### config.mk
export PLATFORM = sky130hd
export DESIGN_NAME = bcd_commutation_decoder
export DESIGN_NICKNAME = d
export VERILOG_FILES = /design/src/shared/bcd_pkg.sv /design/src/rtl/bcd_commutation_decoder.sv /design/src/rtl/bcd_tach_pulse.sv
export VERILOG_INCLUDE_DIRS = /design/src /design/src/shared
export SDC_FILE = /design/constraint.sdc
export NUM_CORES = 1
export LEC_CHECK = 0
export ABC_AREA = 1
export ABC_CLOCK_PERIOD_IN_PS = 2000
export BUFFER_PORTS_ARGS = -buffer_cell sky130_fd_sc_hd__buf_4
export CAP_MARGIN = 20
export CORE_ASPECT_RATIO = 1.1
export CORE_MARGIN = 2
export CORE_UTILIZATION = 40
export CTS_CLUSTER_SIZE = 28
export DETAILED_ROUTE_END_ITERATION = 10
export HOLD_SLACK_MARGIN = 0.03
export PLACE_DENSITY = 0.64
export SYNTH_ARGS = -nofsm -noshare
export SYNTH_HDL_FRONTEND = slang
export SYNTH_HIERARCHICAL = 1
export SYNTH_SLANG_ARGS = --single-unit
### constraint.sdc
create_clock -name sys_clk -period 2 [get_ports sys_clk]
set_input_delay 0.4 -clock sys_clk [delete_from_list [all_inputs] [get_ports sys_clk]]
set_output_delay 0.4 -clock sys_clk [all_outputs]
set_load 0.02 [all_outputs]
### src/shared/bcd_params.svh
// Constants for the commutation decoder
// Notes on behaviour
// - Valid code drives exactly one low-side high and one high-side low.
// - Direction 1 table: 001 L2H1, 011 L3H1, 010 L3H2, 110 L1H2, 100 L1H3, 101 L2H3.
// - Direction 0 table: 101 L3H2, 100 L3H1, 110 L2H1, 010 L2H3, 011 L1H3, 001 L1H2.
// - All-low or all-high code turns every drive off regardless of direction.
// - Commutation is followed by blanking as long as the tach pulse.
// - A Hall change outside blanking and sync reset loads the position latch and starts the tach pulse.
// - Position latch load is inhibited while the tach pulse is high.
`ifndef BCD_PARAMS_SVH
`define BCD_PARAMS_SVH
`define BCD_CLK_PERIOD_NS 10
`define BCD_TACH_WIDTH_US 140
`define BCD_TACH_CYCLES ((`BCD_TACH_WIDTH_US * 1000) / `BCD_CLK_PERIOD_NS)
`define BCD_LS_OFF 3'h0
`define BCD_HS_OFF_N 3'h7
`define BCD_POS_RESET 3'h0
`endif

### src/shared/bcd_pkg.sv
// Types for the commutation decoder
package bcd_pkg;
	typedef enum logic [1:0] {
		BCD_ARMED = 2'h1,
		BCD_BLANK = 2'h2
	} bcd_state_t;
endpackage

### src/rtl/bcd_commutation_decoder.sv
// Hall-to-drive commutation decoder with tach pulse and blanking
`timescale 1ns/10ps
`include "bcd_params.svh"
module bcd_commutation_decoder import bcd_pkg::*; #(
	parameter int TACH_CYCLES = `BCD_TACH_CYCLES
) (
	input wire logic sys_clk,
	input wire logic reset_n,
	input wire logic sync_reset,
	input wire logic hall_pos_1,
	input wire logic hall_pos_2,
	input wire logic hall_pos_3,
	input wire logic direction,
	output logic [2:0] low_side,
	output logic [2:0] high_side_n,
	output logic tach_out,
	output logic [2:0] position
);
	logic [2:0] hall_now;
	logic hall_change;
	logic load;
	logic tach_pulse;
	logic [2:0] next_low;
	logic [2:0] next_high_n;
	bcd_state_t state;

	initial begin
		if (TACH_CYCLES < 1) begin
			$error("bcd_commutation_decoder: TACH_CYCLES must be at least 1");
		end
	end

	// Hall inputs are presumed 120-degree coded; others fall to off
	assign hall_now = {hall_pos_1, hall_pos_2, hall_pos_3};
	assign hall_change = (hall_now != position);
	// Latch is frozen while the tach output is high, its last cycle included
	assign load = hall_change && !tach_pulse && !tach_out && !sync_reset;

	// Latch the code on any change outside blanking
	always_ff @(posedge sys_clk or negedge reset_n) begin
		if (!reset_n) begin
			position <= `BCD_POS_RESET;
		end else if (sync_reset) begin
			position <= `BCD_POS_RESET;
		end else if (load) begin
			position <= hall_now;
		end
	end

	bcd_tach_pulse #(
		.WIDTH(TACH_CYCLES)
	) u_tach (
		.sys_clk(sys_clk),
		.reset_n(reset_n),
		.trigger(load),
		.pulse(tach_pulse)
	);

	// Tach pulse starts with the load and marks the blanking window
	always_ff @(posedge sys_clk or negedge reset_n) begin
		if (!reset_n) begin
			tach_out <= 1'b0;
		end else begin
			tach_out <= load || tach_pulse;
		end
	end

	// Tracks blanking for observability; blanking lasts the tach width
	always_ff @(posedge sys_clk or negedge reset_n) begin
		if (!reset_n) begin
			state <= BCD_ARMED;
		end else begin
			case (state)
				BCD_ARMED: begin
					if (load) begin
						state <= BCD_BLANK;
					end
				end
				BCD_BLANK: begin
					if (!tach_pulse) begin
						state <= BCD_ARMED;
					end
				end
				default: begin
					state <= BCD_ARMED;
				end
			endcase
		end
	end

	// Decode of the latched code; one low-side and one high-side active for codes 1 to 6, none for 0 and 7
	always_comb begin
		next_low = `BCD_LS_OFF;
		next_high_n = `BCD_HS_OFF_N;
		if (direction) begin
			case (position)
				3'h1: begin next_low = 3'h2; next_high_n = 3'h6; end
				3'h3: begin next_low = 3'h4; next_high_n = 3'h6; end
				3'h2: begin next_low = 3'h4; next_high_n = 3'h5; end
				3'h6: begin next_low = 3'h1; next_high_n = 3'h5; end
				3'h4: begin next_low = 3'h1; next_high_n = 3'h3; end
				3'h5: begin next_low = 3'h2; next_high_n = 3'h3; end
				default: begin next_low = `BCD_LS_OFF; next_high_n = `BCD_HS_OFF_N; end
			endcase
		end else begin
			case (position)
				3'h5: begin next_low = 3'h4; next_high_n = 3'h5; end
				3'h4: begin next_low = 3'h4; next_high_n = 3'h6; end
				3'h6: begin next_low = 3'h2; next_high_n = 3'h6; end
				3'h2: begin next_low = 3'h2; next_high_n = 3'h3; end
				3'h3: begin next_low = 3'h1; next_high_n = 3'h3; end
				3'h1: begin next_low = 3'h1; next_high_n = 3'h5; end
				default: begin next_low = `BCD_LS_OFF; next_high_n = `BCD_HS_OFF_N; end
			endcase
		end
	end

	// Registered drives, forced off in reset
	always_ff @(posedge sys_clk or negedge reset_n) begin
		if (!reset_n) begin
			low_side <= `BCD_LS_OFF;
			high_side_n <= `BCD_HS_OFF_N;
		end else if (sync_reset) begin
			low_side <= `BCD_LS_OFF;
			high_side_n <= `BCD_HS_OFF_N;
		end else begin
			low_side <= next_low;
			high_side_n <= next_high_n;
		end
	end
endmodule

### src/rtl/bcd_tach_pulse.sv
// Fixed-width tachometer pulse generator
`timescale 1ns/10ps
module bcd_tach_pulse #(
	parameter int WIDTH = 14000
) (
	input wire logic sys_clk,
	input wire logic reset_n,
	input wire logic trigger,
	output logic pulse
);
	localparam int CW = $clog2(WIDTH + 1);
	logic [CW-1:0] count;

	initial begin
		if (WIDTH < 1) begin
			$error("bcd_tach_pulse: WIDTH must be at least 1");
		end
	end

	// Retrigger is ignored while running so the width stays fixed
	always_ff @(posedge sys_clk or negedge reset_n) begin
		if (!reset_n) begin
			count <= '0;
		end else if (trigger && count == '0) begin
			count <= CW'(WIDTH);
		end else if (count != '0) begin
			count <= count - CW'(1);
		end
	end

	assign pulse = (count != '0);
endmodule

==> metrics.md, run 1 <==
| Metric | Value |
|---|---|
| Path type of the worst setup path | flip-flop to flip-flop |
| Top post-synthesis cells by area | dfrtp_1 38%, nand2_1 14%, inv_1 6.5%, dfstp_2 5.7%, nand3_1 5.4% |
| Biggest fanout along the worst timing path | 5 |
| Aggregate global routing overflow | 0 |
| Largest area contributor in the netlist | dfrtp_1 |
| Number of distinct standard cells referenced by the synthesized netlist | 25 |
| Global placer's final weighted congestion | 0.823 |
| Required @ worst endpoint | between 2 and 2.5 ns |
| Yosys top cell area share | 37.8% |
| Count of H-tree levels built during CTS | 1 |
| Longest Clk Path Bufs | 2 |
| GRT Total Usage | 16.0% |
| Largest net degree at the start of global routing | 25 |
| RSZ-0062 raised after global routing | no |
| Maximum clock frequency | 552 MHz |
| IO Count | 17 |
| Setup TNS | 0 ns |
| HPWL after detailed placement | around 2.0 mm |
| Cell chosen for the clock root | clkbuf_4 |
| Synth async-reset ratio | 100% |
| Count of endpoints failing hold in the final timing report | 0 |
| Cell area power density | 527 nW/um^2 |
| Run status | completed |
| Kind of end point of the critical path | flip-flop |
| Synthesis-stage register bit count | 24 |
| Initial core utilization | 41.8% |
| Die X | 60.2 um |
| Die outline area | 3970 um^2 |
| Count of input and output buffers | 16 |
| Total power consumption of the routed design | 891 uW |
| Highest-utilization routing layer at the global route stage | met2 |
| Die span in y | approximately 66 um |
| Met2 usage | between 20% and 30% |
| Max-slew violation count | 0 |
| Filler Cell Count | 333 |
| Clock-pin slew on the worst setup and hold paths | 0.14 ns |
| Setup skew after layout | 0.00865 ns |
| Layout Area Growth over Synthesis | 21.5% |
| Synth Warn # | 6 |
| DRC violations left | 0 |
| Final core utilization | roughly 51% |
| Most frequent cell after synthesis | nand2_1 |
| Slew @ Worst Pin | 0.298 ns |
| Share of final-layout standard cells stronger than drive strength 1 | 25.6% |
| TritonCTS clock tree | built |
| Wire length per cell | 10.4 um |
| Number of routed nets with antenna violations | 0 |
| Post-synth EDFFs | 0 |
| Post-Synthesis Net Count | 194 |
| Number of CTS-inserted buffers | 3 |
| Core outline area | 3330 um^2 |
| Period utilisation layout | about nine tenths |
| Min Clock Period, post-route | 1.81 ns |
| Final worst setup slack | 0.189 ns |
| Vias after detailed routing | 1202 |
| Leakage | 0.805 nW |
| Maximum vdd ir drop | 0.287 mV |
| Dpl ws | between 0.0008 and 0.0009 ns |
| Antenna cell count | 0 |
| Via/cell ratio | between 4 and 5 |
| Final wirelength | around 2.7 mm |
| Met1 track demand over resource | 21.9% |
| Seq/Total Area, Yosys | a little over two fifths |
| Worst hold-check path type | input port to flip-flop |
| First-pass GRT wire length | 4.79 mm |
| Leading post-synthesis cells by instance count | 53 x nand2_1, 24 x inv_1, 21 x dfrtp_1, 16 x nor2_1, 15 x nand3_1 |
| Startpoint kind of the worst setup timing path | flip-flop |
| Via count of the first global-routing pass | 1103 |
| Setup repair bufs after CTS | 0 |
| Reg2Reg Depth | 11 |
| Source-to-sink clock delay at the later pin of the worst-skew pair | 0.31 ns |
| Synth Instances | 185 |
| GRT met3 Usage | 2.35% |
| Netlist Area Pre-Place | 1390 um^2 |
| Max-cap violation count | 0 |
| Placed cells | 254 |
| Post-Syn Area per Cell | 7.52 um^2 |
| First-pass DRT Iterations | 4 |
| Antenna violations before repair | 0 |
| Post-layout instance count excluding filler cells | 259 |
| Most common flop cell mapped by yosys | dfrtp_1 |
| Cell depth of the worst hold path | 2 |
| Arrival time of the worst setup path | 2.03 ns |
| Floorplan row count | 22 |
| Number of clock sinks seen by CTS | 24 |
| Iter 0 DRT Violations | 22 |
| Final #Nets | 221 |
| Relative max-transition margin | 80.1% |
| Final setup violating endpoints | 0 |
## layout by cell type (no fill, tap or decap)
cell type       n
bufinv_16       1
buf_4          22
o21ai_2         1
o21ai_0         5
nor3_1          1
dfstp_2         3
nand3_1        14
inv_2           4
xnor2_1         1
dfrtp_1        21
ha_1            2
o21ai_1         4
nand2_2         3
nor2_1         13
nor2_2          7
a211oi_1        1
clkinv_1        1
a21oi_1         6
nand2_1        53
xor2_1          3
o21bai_2        1
nand3_2         3
dlygate4sd3_1   1
nand2_4         1
nand4_1         7
nor2_4          5
inv_1          24
clkbuf_4        3
## power by group
part	switching (mW)	internal, mW
Sequential	0.000850	0.491
Clock	0.146	0.202
Combinational	0.0325	0.0192
Total	0.179	0.713
## state kept, by name, indices dropped and copies added, names as in the netlist
register	count
position	3
high_side_n	3
u_tach/count	14
tach_out	1
low_side	3
## stage by stage
stage	hold slack, ns	cell area (um^2)
after CTS	0.265	1670
final	0.281	1690
after global routing	0.263	1690
after global placement	0.319	1610
after floorplan	0.104	1390
after detailed placement	0.317	1610
## critical path, stage by stage, from the launching register on
cell and delay (ns):
dfrtp_1 0.44, nor2_1 0.13, nand2_1 0.13, nor2_4 0.17, nand2_1 0.13, nor2_4 0.15
nand2_4 0.08, nor2_2 0.16, buf_4 0.15, nor2_4 0.04, inv_2 0.07, o21ai_1 0.07
## cell families after synthesis
kind of cell	synth area share (%)
AO/OA/AOI/OAI	7.37
XOR/XNOR	2.52
adder cells (fa/ha/maj)	1.80
buffers and inverters	8.63
flip-flops	43.4
AND/OR/NAND/NOR	36.2
## layout make-up
class                      count  area, um^2  area share (%)
multi-input combinational    131         689            40.8
sequential                    24         604            35.8
timing repair buffer          23         175            10.4
inverter                      29         109            6.44
tap                           48        60.1            3.55
clock inverter                 1        30.0            1.78
clock buffer                   3        22.5            1.33
## metal layers
layer  up-vias  routed length, um
li1        637                  -
met1       553               1280
met2        10               1350
met3         2                 46
met4         0                 28
met5         -                  0
## repair_timing
item	4_1_cts	5_1_grt
hold buffers	1	0
resized for setup	1	5
setup endpoints to repair	7	9
endpoints found under the hold margin	21	0
## path summary, 6_finish.rpt
path / from / end / slack, ns
setup / recovery: u_tach/count[7] / u_tach/count[1] / 0.19
hold / removal: direction / low_side[1] / 0.28
setup reg to reg: u_tach/count[7] / u_tach/count[1] / 0.19
hold reg to reg: u_tach/count[10] / u_tach/count[10] / 0.52
max in group asynchronous: reset_n / high_side_n[1] / 1.22
min in group asynchronous: reset_n / tach_out / 0.50
(Power assumes the default switching activity.)
==> run 2, diff against run 1 <==
--- a/config.mk
+++ b/config.mk
@@ -16,7 +16,6 @@
 export CTS_CLUSTER_SIZE = 28
 export DETAILED_ROUTE_END_ITERATION = 10
 export HOLD_SLACK_MARGIN = 0.03
-export PLACE_DENSITY = 0.64
 export SYNTH_ARGS = -nofsm -noshare
 export SYNTH_HDL_FRONTEND = slang
 export SYNTH_HIERARCHICAL = 1
==> metrics.md, run 2 (synthesis results as in run 1) <==
| Metric | Value |
|---|---|
| HPWL after detailed placement | 2.28 mm (was 2.04 mm) |
| Floorplan row count | 22 (unchanged) |
| Number of CTS-inserted buffers | 3 (unchanged) |
| Reg-to-reg startpoint | u_tach/count[7] (unchanged) |
| Final wirelength | 2.93 mm (was 2.70 mm) |
| GRT Total Usage | 17.3% (was 16.0%) |
| First-pass DRT Iterations | 4 (unchanged) |
| Flip-flop count of the largest register, all copies and words added | 14 (unchanged) |
| Reg-to-reg setup timing slack | 0.16 ns (was 0.19 ns) |
| Via count of the first global-routing pass | 1225 (was 1103) |
| Slew @ Worst Pin | 0.300 ns (was 0.298 ns) |
| IO Count | 17 (unchanged) |
| Hold endpoint | low_side[1] (unchanged) |
| Count of input and output buffers | 16 (unchanged) |
| Commonest cells after routing, fill and taps aside | 53 x nand2_1, 24 x inv_1, 22 x buf_4, 21 x dfrtp_1 (was 53 x nand2_1, 24 x inv_1, 22 x buf_4, 21 x dfrtp_1, 14 x nand3_1) |
| Die X | 60.2 um (unchanged) |
| Vias after detailed routing | 1224 (was 1202) |
| Startpoint kind of the worst setup timing path | flip-flop (unchanged) |
| Startpoint of the lowest-slack hold path | direction (unchanged) |
| Arrival time of the worst setup path | 2.05 ns (was 2.03 ns) |
| Most flop-heavy register | u_tach/count (unchanged) |
| TritonCTS clock tree | built (unchanged) |
| Longest Clk Path Bufs | 2 (unchanged) |
| Global placer's final weighted congestion | 0.863 (was 0.823) |
| Relative max-transition margin | 80.0% (was 80.1%) |
| Clock-pin slew on the worst setup and hold paths | 0.13 ns (was 0.14 ns) |
| Layout Area Growth over Synthesis | 20.3% (was 21.5%) |
| Kind of end point of the critical path | flip-flop (unchanged) |
| Worst hold-check path type | input port to flip-flop (unchanged) |
| Leakage | 0.797 nW (was 0.805 nW) |
| Wire length per cell | 11.3 um (was 10.4 um) |
| Post-layout instance count excluding filler cells | 259 (unchanged) |
| Final setup violating endpoints | 0 (unchanged) |
| Biggest fanout along the worst timing path | 5 (unchanged) |
| Path type of the worst setup path | flip-flop to flip-flop (unchanged) |
| Period utilisation layout | 92.1% (was 90.6%) |
| Max-slew violation count | 0 (unchanged) |
| Most frequent standard cell in the layout excluding fill and tap cells | nand2_1 (unchanged) |
| Setup skew after layout | 0.00602 ns (was 0.00865 ns) |
| Min Clock Period, post-route | 1.84 ns (was 1.81 ns) |
| Cell area power density | 476 nW/um^2 (was 527 nW/um^2) |
| Aggregate global routing overflow | 0 (unchanged) |
| Run status | completed (unchanged) |
| Max-cap violation count | 0 (unchanged) |
| Worst r2r dst | u_tach/count[0] (was u_tach/count[1]) |
| Final #Nets | 221 (unchanged) |
| Via/cell ratio | 4.73 (was 4.64) |
| Iter 0 DRT Violations | 39 (was 22) |
| Min Hold Slack | 0.291 ns (was 0.281 ns) |
| Antenna cell count | 0 (unchanged) |
| Source-to-sink clock delay at the later pin of the worst-skew pair | 0.31 ns (about the same) |
| Cell depth of the worst hold path | 2 (unchanged) |
| Die span in y | 65.9 um (unchanged) |
| Share of final-layout standard cells stronger than drive strength 1 | 26.1% (was 25.6%) |
| Count of H-tree levels built during CTS | 1 (unchanged) |
| Setup repair bufs after CTS | 0 (unchanged) |
| Maximum vdd ir drop | 0.314 mV (was 0.287 mV) |
| Reg2Reg Depth | 11 (unchanged) |
| Core outline area | 3330 um^2 (unchanged) |
| Maximum clock frequency | 543 MHz (was 552 MHz) |
| First-pass GRT wire length | 5.25 mm (was 4.79 mm) |
| DRC violations left | 0 (unchanged) |
| Required @ worst endpoint | 2.21 ns (about the same) |
| Placed cells | 254 (unchanged) |
| Cell chosen for the clock root | clkbuf_4 (unchanged) |
| Number of routed nets with antenna violations | 0 (unchanged) |
| Antenna violations before repair | 0 (unchanged) |
| Number of clock sinks seen by CTS | 24 (unchanged) |
| Largest net degree at the start of global routing | 25 (unchanged) |
| Count of endpoints failing hold in the final timing report | 0 (unchanged) |
| Die outline area | 3970 um^2 (unchanged) |
| Initial core utilization | 41.8% (unchanged) |
==> run 2: cell count changes in the layout (fill, tap and decap cells not counted), sizes merged <==
cell,previous run,this run
bufinv,1,0
clkbuf,3,4
==> run 2: worst max-delay path by stage <==
stage                         start          endpoint  slack (ns)  depth (start not counted)
floorplan           u_tach/count[0]   u_tach/count[9]        0.04                         12
global placement    u_tach/count[7]  u_tach/count[13]      -0.002                         11
detailed placement  u_tach/count[7]  u_tach/count[10]       0.004                         11
CTS                 u_tach/count[7]  u_tach/count[10]        0.03                         11
global route        u_tach/count[8]  u_tach/count[13]       -0.02                         12
finish              u_tach/count[7]   u_tach/count[0]        0.16                         11
==> run 2: through the flow <==
| stage | worst slack, ns | TNS (ns) | utilization [%] | area (um^2) | power, mW |
|---|---|---|---|---|---|
| after floorplan | 0.0358 | 0 | - | 1390 | 0.520 |
| after global placement | -0.00218 | -0.00218 | 48.2 | 1610 | 0.551 |
| after detailed placement | 0.00396 | 0 | 48.2 | 1610 | 0.552 |
| after CTS | 0.0295 | 0 | 49.7 | 1650 | 0.811 |
| after global routing | -0.0151 | -0.0151 | 50.3 | 1670 | 0.839 |
| final | 0.158 | 0 | 50.3 | 1670 | 0.797 |
==> run 2: cell type report <==
type / count / area (um^2)
Clock buffer: 4 / 36.3
Timing Repair Buffer: 23 / 175
Tap cell: 48 / 60.1
Fill cell: 338 / 1660
Sequential cell: 24 / 604
Multi-Input combinational cell: 131 / 689
Inverter: 29 / 109
==> run 2: layer usage <==
layer	routed length (um)	vias to the layer above	GRT usage (%)
met5	0	-	0
met4	23	0	6.94
met3	65	2	2.35
met2	1470	18	28.8
met1	1370	573	22.1
li1	-	631	-
==> run 2: what timing repair did <==
action,in CTS,in global routing
hold endpoints to repair,21,0
pin swaps,0,0
hold buffers,1,0
resized for setup,1,5
endpoints found under the setup margin,4,9
==> run 2: report_power, final <==
part           internal [mW]  switching [mW]
clock network          0.111           0.142
logic                 0.0192          0.0329
registers              0.491        0.000928
total                  0.621           0.176
==> run 2: worst max-delay path, stage by stage, from the launching register on <==
cell and delay (ns):
dfrtp_1 0.45, nor2_1 0.14, nand2_1 0.13, nor2_4 0.16, nand2_1 0.11, nor2_2 0.18
nand2_4 0.09, nor2_2 0.16, buf_4 0.15, nor2_4 0.05, inv_2 0.06, o21ai_1 0.05
